$ cat src/pio_decode_pkg.sv
// constants for the dual parallel port decode block
package pio_decode_pkg;
  localparam int unsigned ADDR_W        = 16;
  localparam int unsigned DATA_W        = 8;
  localparam int unsigned PORTS         = 4;
  localparam logic [7:0]  FIRST_GROUP   = 8'h80;
  localparam logic [7:0]  SECOND_GROUP  = 8'ha0;
  localparam logic [7:0]  GROUP_MASK    = 8'hfc;
  localparam int unsigned CD_BIT        = 8;
  localparam int unsigned BA_BIT        = 9;
  localparam int unsigned CHIP_BIT      = 13;
  localparam logic [7:0]  MODE_CMD      = 8'hff;
  localparam logic [7:0]  DIR_RESET     = 8'hff;
  localparam logic [7:0]  LATCH_RESET   = 8'h00;
  localparam logic [15:0] FIRST_A_DATA  = 16'h8000;
  localparam logic [15:0] FIRST_A_CTRL  = 16'h8100;
  localparam logic [15:0] FIRST_B_DATA  = 16'h8200;
  localparam logic [15:0] FIRST_B_CTRL  = 16'h8300;
  localparam logic [15:0] SECOND_A_DATA = 16'ha000;
  localparam logic [15:0] SECOND_A_CTRL = 16'ha100;
  localparam logic [15:0] SECOND_B_DATA = 16'ha200;
  localparam logic [15:0] SECOND_B_CTRL = 16'ha300;
endpackage : pio_decode_pkg

$ cat src/port_sel_if.sv
// select signals from decode to the port bank
`timescale 1ns/1ps
interface port_sel_if;
  logic       hit;
  logic [1:0] port_idx;
  logic       is_ctrl;
  modport decoder (output hit, output port_idx, output is_ctrl);
  modport bank    (input hit, input port_idx, input is_ctrl);
endinterface : port_sel_if

$ cat src/dual_pio_port_decode.sv
// two dual-port parallel chips mapped into external data memory
// Operation
// - first chip answers at high bytes 80h to 83h, low byte ignored
// - second chip answers at high bytes a0h to a3h, low byte ignored
// - data write changes only bits set as outputs
// - data read gives latch for outputs, pin level for inputs
// - writing ffh to control arms mode; next control byte is direction mask
// - mask bit zero makes output, one makes input
// - direction holds until a new control sequence for that port
// - chip selected only while io request select is low
// - fetch cycle indicator held inactive high
// - a8 high selects control, a9 high selects port b
`timescale 1ns/1ps
module dual_pio_port_decode
#(
  parameter int unsigned WIDTH = 8
)
(
  input  wire logic                  clk_i,
  input  wire logic                  reset_n_i,
  input  wire logic [15:0]           addr_i,
  input  wire logic [7:0]            wdata_i,
  input  wire logic                  wr_n_i,
  input  wire logic                  rd_n_i,
  input  wire logic                  io_request_select_n_i,
  output logic      [7:0]            rdata_o,
  output logic                       rdata_oe_o,
  output logic                       fetch_cycle_indicator_o,
  input  wire logic [4*WIDTH-1:0]    pin_i,
  output logic      [4*WIDTH-1:0]    pin_o,
  output logic      [4*WIDTH-1:0]    pin_oe_o
);
  typedef enum logic [1:0] {
    MODE_DATA = 2'b01,
    MODE_MASK = 2'b10
  } ctrl_state_t;

  port_sel_if sel ();
  ctrl_state_t      state      [pio_decode_pkg::PORTS];
  ctrl_state_t      next_state [pio_decode_pkg::PORTS];
  logic [WIDTH-1:0] latch      [pio_decode_pkg::PORTS];
  logic [WIDTH-1:0] next_latch [pio_decode_pkg::PORTS];
  logic [WIDTH-1:0] dir        [pio_decode_pkg::PORTS];
  logic [WIDTH-1:0] next_dir   [pio_decode_pkg::PORTS];
  logic [7:0]       next_rdata;
  logic             wr_edge;
  logic             wr_n_q;
  logic             next_wr_n;
  logic             next_oe;

  pio_addr_decode u_decode
  (
    .addr_i                (addr_i),
    .io_request_select_n_i (io_request_select_n_i),
    .sel                   (sel)
  );

  // write acts once on the falling edge of write strobe
  assign wr_edge = wr_n_q & ~wr_n_i & sel.hit;
  // no fetch cycles ever signalled
  assign fetch_cycle_indicator_o = 1'b1;

  genvar g;
  generate
    for (g = 0; g < pio_decode_pkg::PORTS; g++)
    begin : g_port
      logic sel_me;
      assign sel_me = wr_edge && (sel.port_idx == 2'(g));
      // per port control sequence, latch and direction
      always_comb
      begin
        next_state[g] = state[g];
        next_latch[g] = latch[g];
        next_dir[g]   = dir[g];
        if (sel_me && !sel.is_ctrl)
        begin
          next_latch[g] = (latch[g] & dir[g]) | (wdata_i & ~dir[g]);
        end
        else if (sel_me && sel.is_ctrl)
        begin
          case (state[g])
            MODE_DATA:
            begin
              if (wdata_i == pio_decode_pkg::MODE_CMD)
                next_state[g] = MODE_MASK;
            end
            MODE_MASK:
            begin
              next_dir[g]   = wdata_i;
              next_state[g] = MODE_DATA;
            end
            default:
            begin
              next_state[g] = MODE_DATA;
            end
          endcase
        end
      end
      // register the port state
      always_ff @(posedge clk_i)
      begin
        if (!reset_n_i)
        begin
          state[g] <= MODE_DATA;
          latch[g] <= pio_decode_pkg::LATCH_RESET;
          dir[g]   <= pio_decode_pkg::DIR_RESET;
        end
        else
        begin
          state[g] <= next_state[g];
          latch[g] <= next_latch[g];
          dir[g]   <= next_dir[g];
        end
      end
      // zero in mask drives the pin
      assign pin_o[g*WIDTH +: WIDTH]    = latch[g];
      assign pin_oe_o[g*WIDTH +: WIDTH] = ~dir[g];
    end
  endgenerate

  // read mux: latch for outputs, pins for inputs
  always_comb
  begin
    next_rdata = 8'h00;
    next_oe    = 1'b0;
    next_wr_n  = wr_n_i; // strobe history for edge detect
    if (sel.hit && !rd_n_i && !sel.is_ctrl)
    begin
      next_oe    = 1'b1;
      next_rdata = (latch[sel.port_idx] & ~dir[sel.port_idx])
                 | (pin_i[sel.port_idx*WIDTH +: WIDTH] & dir[sel.port_idx]);
    end
  end
  // register read data and strobe history
  always_ff @(posedge clk_i)
  begin
    if (!reset_n_i)
    begin
      rdata_o    <= 8'h00;
      rdata_oe_o <= 1'b0;
      wr_n_q     <= 1'b1;
    end
    else
    begin
      rdata_o    <= next_rdata;
      rdata_oe_o <= next_oe;
      wr_n_q     <= next_wr_n;
    end
  end

  // checks on the port data path
  out_only_a: assert property (@(posedge clk_i) disable iff (!reset_n_i)
    1'b1 |=> ((latch[0] ^ $past(latch[0])) & $past(dir[0])) == 8'h00)
    else $error("input bit latch changed");
  out_take_a: assert property (@(posedge clk_i) disable iff (!reset_n_i)
    (g_port[3].sel_me && !sel.is_ctrl)
      |=> (pin_o[31:24] & ~$past(dir[3])) == ($past(wdata_i) & ~$past(dir[3])))
    else $error("output bit not written");
  read_mix_a: assert property (@(posedge clk_i) disable iff (!reset_n_i)
    (sel.hit && !rd_n_i && !sel.is_ctrl && sel.port_idx == 2'd0) |=>
      rdata_o == (($past(latch[0]) & ~$past(dir[0])) | ($past(pin_i[7:0]) & $past(dir[0]))))
    else $error("read data mix wrong");
  read_idle_a: assert property (@(posedge clk_i) disable iff (!reset_n_i)
    rd_n_i |=> !rdata_oe_o && rdata_o == 8'h00)
    else $error("read data outside a read");
  // checks on the control sequence
  arm_a: assert property (@(posedge clk_i) disable iff (!reset_n_i)
    (g_port[0].sel_me && sel.is_ctrl && state[0] == MODE_DATA
      && wdata_i == pio_decode_pkg::MODE_CMD) |=> state[0] == MODE_MASK)
    else $error("mode not armed");
  mask_load_a: assert property (@(posedge clk_i) disable iff (!reset_n_i)
    (g_port[0].sel_me && sel.is_ctrl && state[0] == MODE_MASK) |=> dir[0] == $past(wdata_i))
    else $error("mask not taken");
  oe_dir_a: assert property (@(posedge clk_i) disable iff (!reset_n_i)
    (g_port[3].sel_me && sel.is_ctrl && state[3] == MODE_MASK)
      |=> pin_oe_o[31:24] == ~$past(wdata_i))
    else $error("enable not from mask");
  dir_hold_a: assert property (@(posedge clk_i) disable iff (!reset_n_i)
    (state[1] == MODE_DATA) |=> $stable(dir[1]))
    else $error("direction changed outside sequence");
  dir_keep_a: assert property (@(posedge clk_i) disable iff (!reset_n_i)
    (g_port[0].sel_me && sel.is_ctrl && state[0] == MODE_DATA) |=> $stable(dir[0]))
    else $error("direction changed by arming byte");
  // checks on the decode and the fixed pins
  sel_gate_a: assert property (@(posedge clk_i) disable iff (!reset_n_i)
    io_request_select_n_i |=> !rdata_oe_o)
    else $error("read without select");
  wr_gate_a: assert property (@(posedge clk_i) disable iff (!reset_n_i)
    io_request_select_n_i |=> $stable(latch[2]) && $stable(dir[2]) && $stable(state[2]))
    else $error("write without select");
  fetch_high_a: assert property (@(posedge clk_i) disable iff (!reset_n_i)
    fetch_cycle_indicator_o)
    else $error("fetch indicator low");
  first_hit_a: assert property (@(posedge clk_i) disable iff (!reset_n_i)
    (!io_request_select_n_i && addr_i[15:10] == pio_decode_pkg::FIRST_A_DATA[15:10])
      |-> sel.hit && !sel.port_idx[1])
    else $error("first chip not selected");
  second_hit_a: assert property (@(posedge clk_i) disable iff (!reset_n_i)
    (!io_request_select_n_i && addr_i[15:10] == pio_decode_pkg::SECOND_A_DATA[15:10])
      |-> sel.hit && sel.port_idx[1])
    else $error("second chip not selected");
  no_hit_a: assert property (@(posedge clk_i) disable iff (!reset_n_i)
    sel.hit |-> (addr_i[15:10] == pio_decode_pkg::FIRST_A_DATA[15:10]
      || addr_i[15:10] == pio_decode_pkg::SECOND_A_DATA[15:10]))
    else $error("select outside both groups");
  ctrl_read_a: assert property (@(posedge clk_i) disable iff (!reset_n_i)
    (sel.hit && !rd_n_i && addr_i[pio_decode_pkg::CD_BIT]) |=> !rdata_oe_o)
    else $error("control location read back");
  port_b_a: assert property (@(posedge clk_i) disable iff (!reset_n_i)
    (wr_edge && addr_i[pio_decode_pkg::BA_BIT]) |=> $stable(latch[0]) && $stable(dir[0]))
    else $error("port b write reached port a");
  chip_sel_a: assert property (@(posedge clk_i) disable iff (!reset_n_i)
    (sel.hit && addr_i[15:8] == pio_decode_pkg::SECOND_B_DATA[15:8]) |-> sel.port_idx == 2'd3)
    else $error("chip or port select wrong");
  // main scenarios
  cv_arm: cover property (@(posedge clk_i) disable iff (!reset_n_i)
    state[2] == MODE_MASK ##[1:20] state[2] == MODE_DATA);
  cv_read: cover property (@(posedge clk_i) disable iff (!reset_n_i) rdata_oe_o);
  cv_mixed: cover property (@(posedge clk_i) disable iff (!reset_n_i) dir[3] == 8'haa);
  cv_reject: cover property (@(posedge clk_i) disable iff (!reset_n_i)
    io_request_select_n_i && !wr_n_i);
  cv_pin_read: cover property (@(posedge clk_i) disable iff (!reset_n_i)
    sel.hit && !rd_n_i && sel.port_idx == 2'd0 && dir[0] == 8'hf0);
endmodule : dual_pio_port_decode

$ cat src/pio_addr_decode.sv
// address decode for both parallel chips
`timescale 1ns/1ps
module pio_addr_decode
(
  input  wire logic [15:0] addr_i,
  input  wire logic        io_request_select_n_i,
  port_sel_if.decoder      sel
);
  logic [7:0] high_byte;

  // high byte only, low byte ignored
  assign high_byte = addr_i[15:8];
  always_comb
  begin
    sel.hit = 1'b0;
    if (io_request_select_n_i)
    begin
      sel.hit = 1'b0;
    end
    else if ((high_byte & pio_decode_pkg::GROUP_MASK) == pio_decode_pkg::FIRST_GROUP)
    begin
      sel.hit = 1'b1;
    end
    else if ((high_byte & pio_decode_pkg::GROUP_MASK) == pio_decode_pkg::SECOND_GROUP)
    begin
      sel.hit = 1'b1;
    end
  end
  // chip by A13, port by A9, control by A8
  assign sel.port_idx = {addr_i[pio_decode_pkg::CHIP_BIT], addr_i[pio_decode_pkg::BA_BIT]};
  assign sel.is_ctrl  = addr_i[pio_decode_pkg::CD_BIT];
endmodule : pio_addr_decode

$ cat config.mk
export PLATFORM = sky130hd
export DESIGN_NAME = dual_pio_port_decode
export DESIGN_NICKNAME = d
export VERILOG_FILES = /design/src/pio_decode_pkg.sv /design/src/port_sel_if.sv /design/src/dual_pio_port_decode.sv /design/src/pio_addr_decode.sv
export SDC_FILE = /design/constraint.sdc
export NUM_CORES = 1
export LEC_CHECK = 0
export BUFFER_PORTS_ARGS = -buffer_cell sky130_fd_sc_hd__buf_4
export CORE_UTILIZATION = 53
export DETAILED_ROUTE_END_ITERATION = 16
export PLACE_DENSITY = 0.84
export SYNTH_ARGS = -nofsm -noshare
export SYNTH_HDL_FRONTEND = slang
export SYNTH_HIERARCHICAL = 1
export SYNTH_SLANG_ARGS = --single-unit
export TNS_END_PERCENT = 10
$ cat constraint.sdc
create_clock -name clk_i -period 3.45 [get_ports clk_i]
set_input_delay 0.345 -clock clk_i [delete_from_list [all_inputs] [get_ports clk_i]]
set_output_delay 0.345 -clock clk_i [all_outputs]
set_load 0.005 [all_outputs]
==> flow_summary.yaml, run 1 <==
critical_path:
  worst_path_largest_cell_delay_ps: 800
  critPathTopFamily: "simple AND/OR/NAND/NOR gates"
  end_kind: "flop"
  cp_slowest_cell: "nor4b_4"
  critPathKind: "primary input to flop"
  critPathArrivalTime_ps: 2580
  reg2reg_depth: 4
  startpoint_type: "primary input"
  r2r-start: "wr_n_q"
  crit_fanout: 16
  cp.required_ps: 3720
  path_buf_inv: 1
  worst-r2r-setup-slack_ps: 1710
  crit_chain: "buf_4 -> or4b_1 -> nor3_2 -> nand4b_4 -> nor4b_4 -> nand2_1 -> o211ai_1"
  r2r-end: "dir[1][7]"
sta:
  clock_skew_ps: 7.042
  final_hold_viol_count: 0
  max_clock_freq_ghz: 0.4330
  setup_viol: 0
  period_share: 0.6695
  post-route-min-period_ps: 2310
  fin_hold_ws_ps: 210.1
  worst_pin_slew_ps: 845.0
  rsz0062_at_grt: "false"
  finalSetupTns_ps: 0
  slew_viol_final: 0
  relSlewSlack: 0.4343
final_layout:
  fin_util: 0.7097
  final_common_cell: "buf_4"
  areaGrowthSynthToFinish_pct: 26.56
  mostFrequentLayoutCells: "buf_4, dfxtp_1, o211ai_1, nand2_1, inv_1"
  antenna_cells: 0
  design_area_um2: 4955
  layout-drive-gt1-share: 0.3695
  layout.nets: 537
synthesis:
  synth_cells: 368
  synthMuxAreaShare: 0.1790
  yosys.area_share.xor_xnor: 0
  synth_fa_ha_area_frac: 0
  synth_simple_gate_area_frac: 0.1368
  avgSynthCellArea_um2: 10.64
  synth_area_um2: 3915
  synth_compound_area_frac: 0.1841
  syn_nets: 429
  ys_warn_count: 6
  yosysSeqAreaShare: 0.4193
  synth_top_family_by_area: "compound AO/OA/AOI/OAI gates"
  synth_seq_cells: 82
  ys_types: 35
floorplan:
  die_width_um: 87.95
  die_area_um2: 7734
  coreArea_um2: 6982
  rows: 30
  fp.dieH_um: 87.95
  initial_core_util: 0.5608
  io_pins: 135
global_route:
  grt_max_degree: 60
  grt_pass1_wl_mm: 16.33
  busiest_layer: "met2"
  met2_usage: 0.4517
  grt_antenna_before_repair: 0
  groute.usage.overall: 0.2794
  use_met3: 0.03299
  grt_overflow: 0
  use_met1: 0.3814
  grt_pass1_vias: 3257
outcome:
  status: "complete, no violations"
hold_path:
  hold_end: "wr_n_q"
  hp-start: "wr_n_i"
  hold_path_class: "primary input to flop"
  hold_depth: 2
drt:
  first_pass_iters: 5
  drc: 0
  ant_nets: 0
  routed_via_density: 5.951
  wl_per_cell_um: 18.28
  wl_mm: 10.51
  drtIter0Drc: 224
  vias: 3422
pwr:
  powerDensity_nw_per_um2: 338.5
  power_mw: 1.677
  p_leak_nw: 2.352
  ir_drop_v: 0.0002029
clock_tree:
  cts-root-buf: "clkbuf_8"
  clkLatencyLatePin_ps: 350
  path_clk_slew_ps: 70
  postCtsSetupRepairBufs: 0
  ctsHtreeMaxLevel: 3
  post_cts_resized: 0
  clockBufferDepth: 2
  cts_tree: "built"
  clock_sink_count: 82
  ctsHoldBuffers: 0
  cts_buffers: 9
placement:
  dp_hpwl_mm: 7.564
  postPlaceCellArea_um2: 4796
  place_congestion: 0.8638
  port_buffers: 125
run:
  max-cap-violations: 0
power by group:
part           internal, mW  switching [mW]  total (mW)
Sequential            0.946        0.000793       0.947
Combinational        0.0694          0.0651       0.134
Clock                 0.271           0.325       0.596
worst reg2reg max path: cells and delay by family, from the launching register on:
kind / cells / cell delay [ps]
DFF: 1 / 400
and+or+nand+nor: 3 / 1150
AOI/OAI and AO/OA: 1 / 120
routing by layer:
metal / up-vias / wire length (µm)
li1: 1588 / -
met1: 1663 / 4540
met2: 154 / 4975
met3: 17 / 794
met4: 0 / 201
met5: - / 0
cells in the mapped netlist:
cell type	n	area share
and4_1	1	0.0022
and4b_1	4	0.010
and4b_2	1	0.0029
and4bb_2	1	0.0032
and4bb_4	1	0.0042
buf_1	1	0.00096
buf_2	7	0.0089
buf_4	8	0.015
buf_6	5	0.014
clkbuf_1	8	0.0077
conb_1	1	0.00096
dfxtp_1	82	0.42
inv_1	34	0.033
mux2i_1	16	0.041
mux4_2	24	0.14
nand2_1	41	0.039
nand2_2	2	0.0032
nand2b_1	2	0.0032
nand3_4	1	0.0045
nand3b_4	2	0.010
nand4_1	2	0.0032
nand4b_4	1	0.0061
nor2_1	17	0.016
nor2b_1	3	0.0048
nor3_1	1	0.0013
nor3_2	1	0.0026
nor3b_1	1	0.0019
nor4b_4	2	0.012
o211ai_1	54	0.10
o211ai_2	2	0.0064
o21a_1	4	0.0077
o21ai_0	4	0.0051
o31ai_1	32	0.061
or4b_1	1	0.0026
or4bb_1	1	0.0029
stage by stage:
stage	cells	setup slack, ps
after floorplan	368	1328
after global placement	561	896.9
after detailed placement	561	791.3
after CTS	575	1156
after global routing	575	1022
final	575	1140
final cells by class:
cell class	count	area, µm²
multi-input cells	223	1961
repair buffers	126	945.9
inverters	34	127.6
clock inverters	3	17.52
flip-flops and latches	82	1642
fillers	558	2027
clock buffers	11	141.4
well taps	96	120.1
logic make-up (layout without fill, tap and decap cells):
logic type	after synthesis	in the layout
muxes	40	40
AOI/OAI and AO/OA	96	96
buffers and inverters	63	174
and+or+nand+nor	86	86
other	1	1
DFF	82	82
worst max path at each step:
stage                    start         to  slack (ps)  cells after the start
CTS                 addr_i[14]  dir[1][7]        1160                      7
floorplan           addr_i[14]  dir[1][0]        1330                      6
global placement    addr_i[14]  dir[1][5]         900                      7
detailed placement  addr_i[14]  dir[1][7]         790                      7
global route        addr_i[14]  dir[3][1]        1020                      7
finish              addr_i[14]  dir[1][7]        1140                      7
Power figures use the tool's default switching activity.
==> run 2, diff against run 1 <==
CORE_UTILIZATION = 50   (was 53)
PLACE_DENSITY = 0.8   (was 0.84)
clock period = 2.35 ns   (was 3.45 ns; I/O delays follow)
==> run 2 against run 1 <==
Against the previous run:
- core utilization shrank 2.6 points
- register-to-register slack lost 820 ps
- sequential share of layout area shrank 0.73 points
- largest cell class unchanged
==> flow_summary.yaml, run 2 (synthesis results as in run 1) <==
outcome:
  status: "complete, no violations"
final_layout:
  layout.nets: 542
  mostFrequentLayoutCells: "buf_4, dfxtp_1, o211ai_1, nand2_1, inv_1"
  fillerInstances: 571
  multi_input_area_um2: 1961
  antenna_cells: 0
  final_common_cell: "buf_4"
  ff_latch_area_um2: 1642
  layout-drive-gt1-share: 0.3807
  areaGrowthSynthToFinish_pct: 29.40
  design_area_um2: 5066
clock_tree:
  postCtsSetupRepairBufs: 0
  cts_buffers: 9
  clock_sink_count: 82
  cts_tree: "built"
  ctsHtreeMaxLevel: 3
  clockBufferDepth: 2
  cts-root-buf: "clkbuf_8"
  clkLatencyLatePin_ps: 350
  post_cts_resized: 0
  path_clk_slew_ps: 80
  ctsHoldBuffers: 0
sta:
  setup_ws_ps: 450.5
  worst_pin_slew_ps: 550.9
  relSlewSlack: 0.6328
  period_share: 0.8083
  finalSetupTns_ps: 0
  final_hold_viol_count: 0
  post-route-min-period_ps: 1899
  clock_skew_ps: 4.298
  slew_viol_final: 0
  setup_viol: 0
  max_clock_freq_ghz: 0.5265
  rsz0062_at_grt: "false"
global_route:
  grt_overflow: 0
  grt_pass1_vias: 3316
  grt_pass1_wl_mm: 16.77
  grt_max_degree: 80
  grt_antenna_before_repair: 0
  groute.usage.overall: 0.2594
drt:
  vias: 3373
  drtIter0Drc: 204
  drc: 0
  wl_per_cell_um: 17.63
  ant_nets: 0
  first_pass_iters: 4
  wl_mm: 10.32
  routed_via_density: 5.766
floorplan:
  fp.dieH_um: 90.49
  coreArea_um2: 7408
  die_area_um2: 8188
  initial_core_util: 0.5285
  io_pins: 135
  rows: 31
  die_width_um: 90.49
placement:
  place_congestion: 0.8168
  port_buffers: 125
  pre_cts_ws_ps: 79.51
  dp_hpwl_mm: 7.285
  postPlaceCellArea_um2: 4862
critical_path:
  cp.required_ps: 2590
  crit_chain: "buf_4 -> or4b_1 -> nor3_2 -> and4bb_4 -> nand3b_4 -> o211ai_1 -> o31ai_1"
  end_kind: "flop"
  critPathKind: "primary input to flop"
  worst-r2r-setup-slack_ps: 890
  startpoint_type: "primary input"
  crit_fanout: 16
  cp_slowest_cell: "or4b_1"
  worst_path_largest_cell_delay_ps: 530
  critPathArrivalTime_ps: 2140
run:
  max-cap-violations: 0
pwr:
  p_leak_nw: 2.410
  ir_drop_v: 0.0003828
  powerDensity_nw_per_um2: 521.6
hold_path:
  hold_path_class: "primary input to flop"
run 2: changes by cell type in the layout (fill, tap and decap cells not counted), sizes merged:
cell	delta
clkinv	+1
bufinv	+1
buf	+5
run 2: worst max-delay path: cells and delay by family:
kind | cells | cell delay (ps)
and+or+nand+nor | 4 | 1420
buffers and inverters | 1 | 110
AOI/OAI and AO/OA | 2 | 380
run 2: final timing paths:
kind / start / to / cells after the start
worst min-delay path: wr_n_i / wr_n_q / 2
worst max register to register: wr_n_q / flop / 4
worst min register to register: dir[1][5] / flop / 1
worst max-delay path: addr_i[14] / flop / 7
run 2: through the flow:
stage          power [mW]    util  hold slack, ps  std cells
2_1_floorplan       1.537       -           336.5        368
5_1_grt             2.724  0.6838           99.57        585
3_5_place_dp        1.624  0.6563           451.2        569
3_3_place_gp        1.621  0.6563           442.7        569
6_report            2.643  0.6838           88.24        585
4_1_cts             2.643  0.6838           84.73        585
run 2: per-layer routing:
layer / part of all wire / track usage / wire [µm]
met2: 0.46 / 0.4135 / 4768
met5: 0 / 0 / 0
met3: 0.066 / 0.04377 / 679
met1: 0.46 / 0.3548 / 4699
met4: 0.016 / 0.09140 / 169
run 2: layout make-up:
type	count	area share
clock buffer	11	0.02988
timing repair buffer	131	0.1991
multi-input combinational	223	0.3870
clock inverter	5	0.01037
inverter	34	0.02519
tap	99	0.02445
sequential	82	0.3240
run 2: where the power goes:
part	switching [mW]	total (mW)	internal, mW
clock network	0.507	1.05	0.543
registers	0.00114	1.39	1.39
logic	0.0969	0.202	0.105
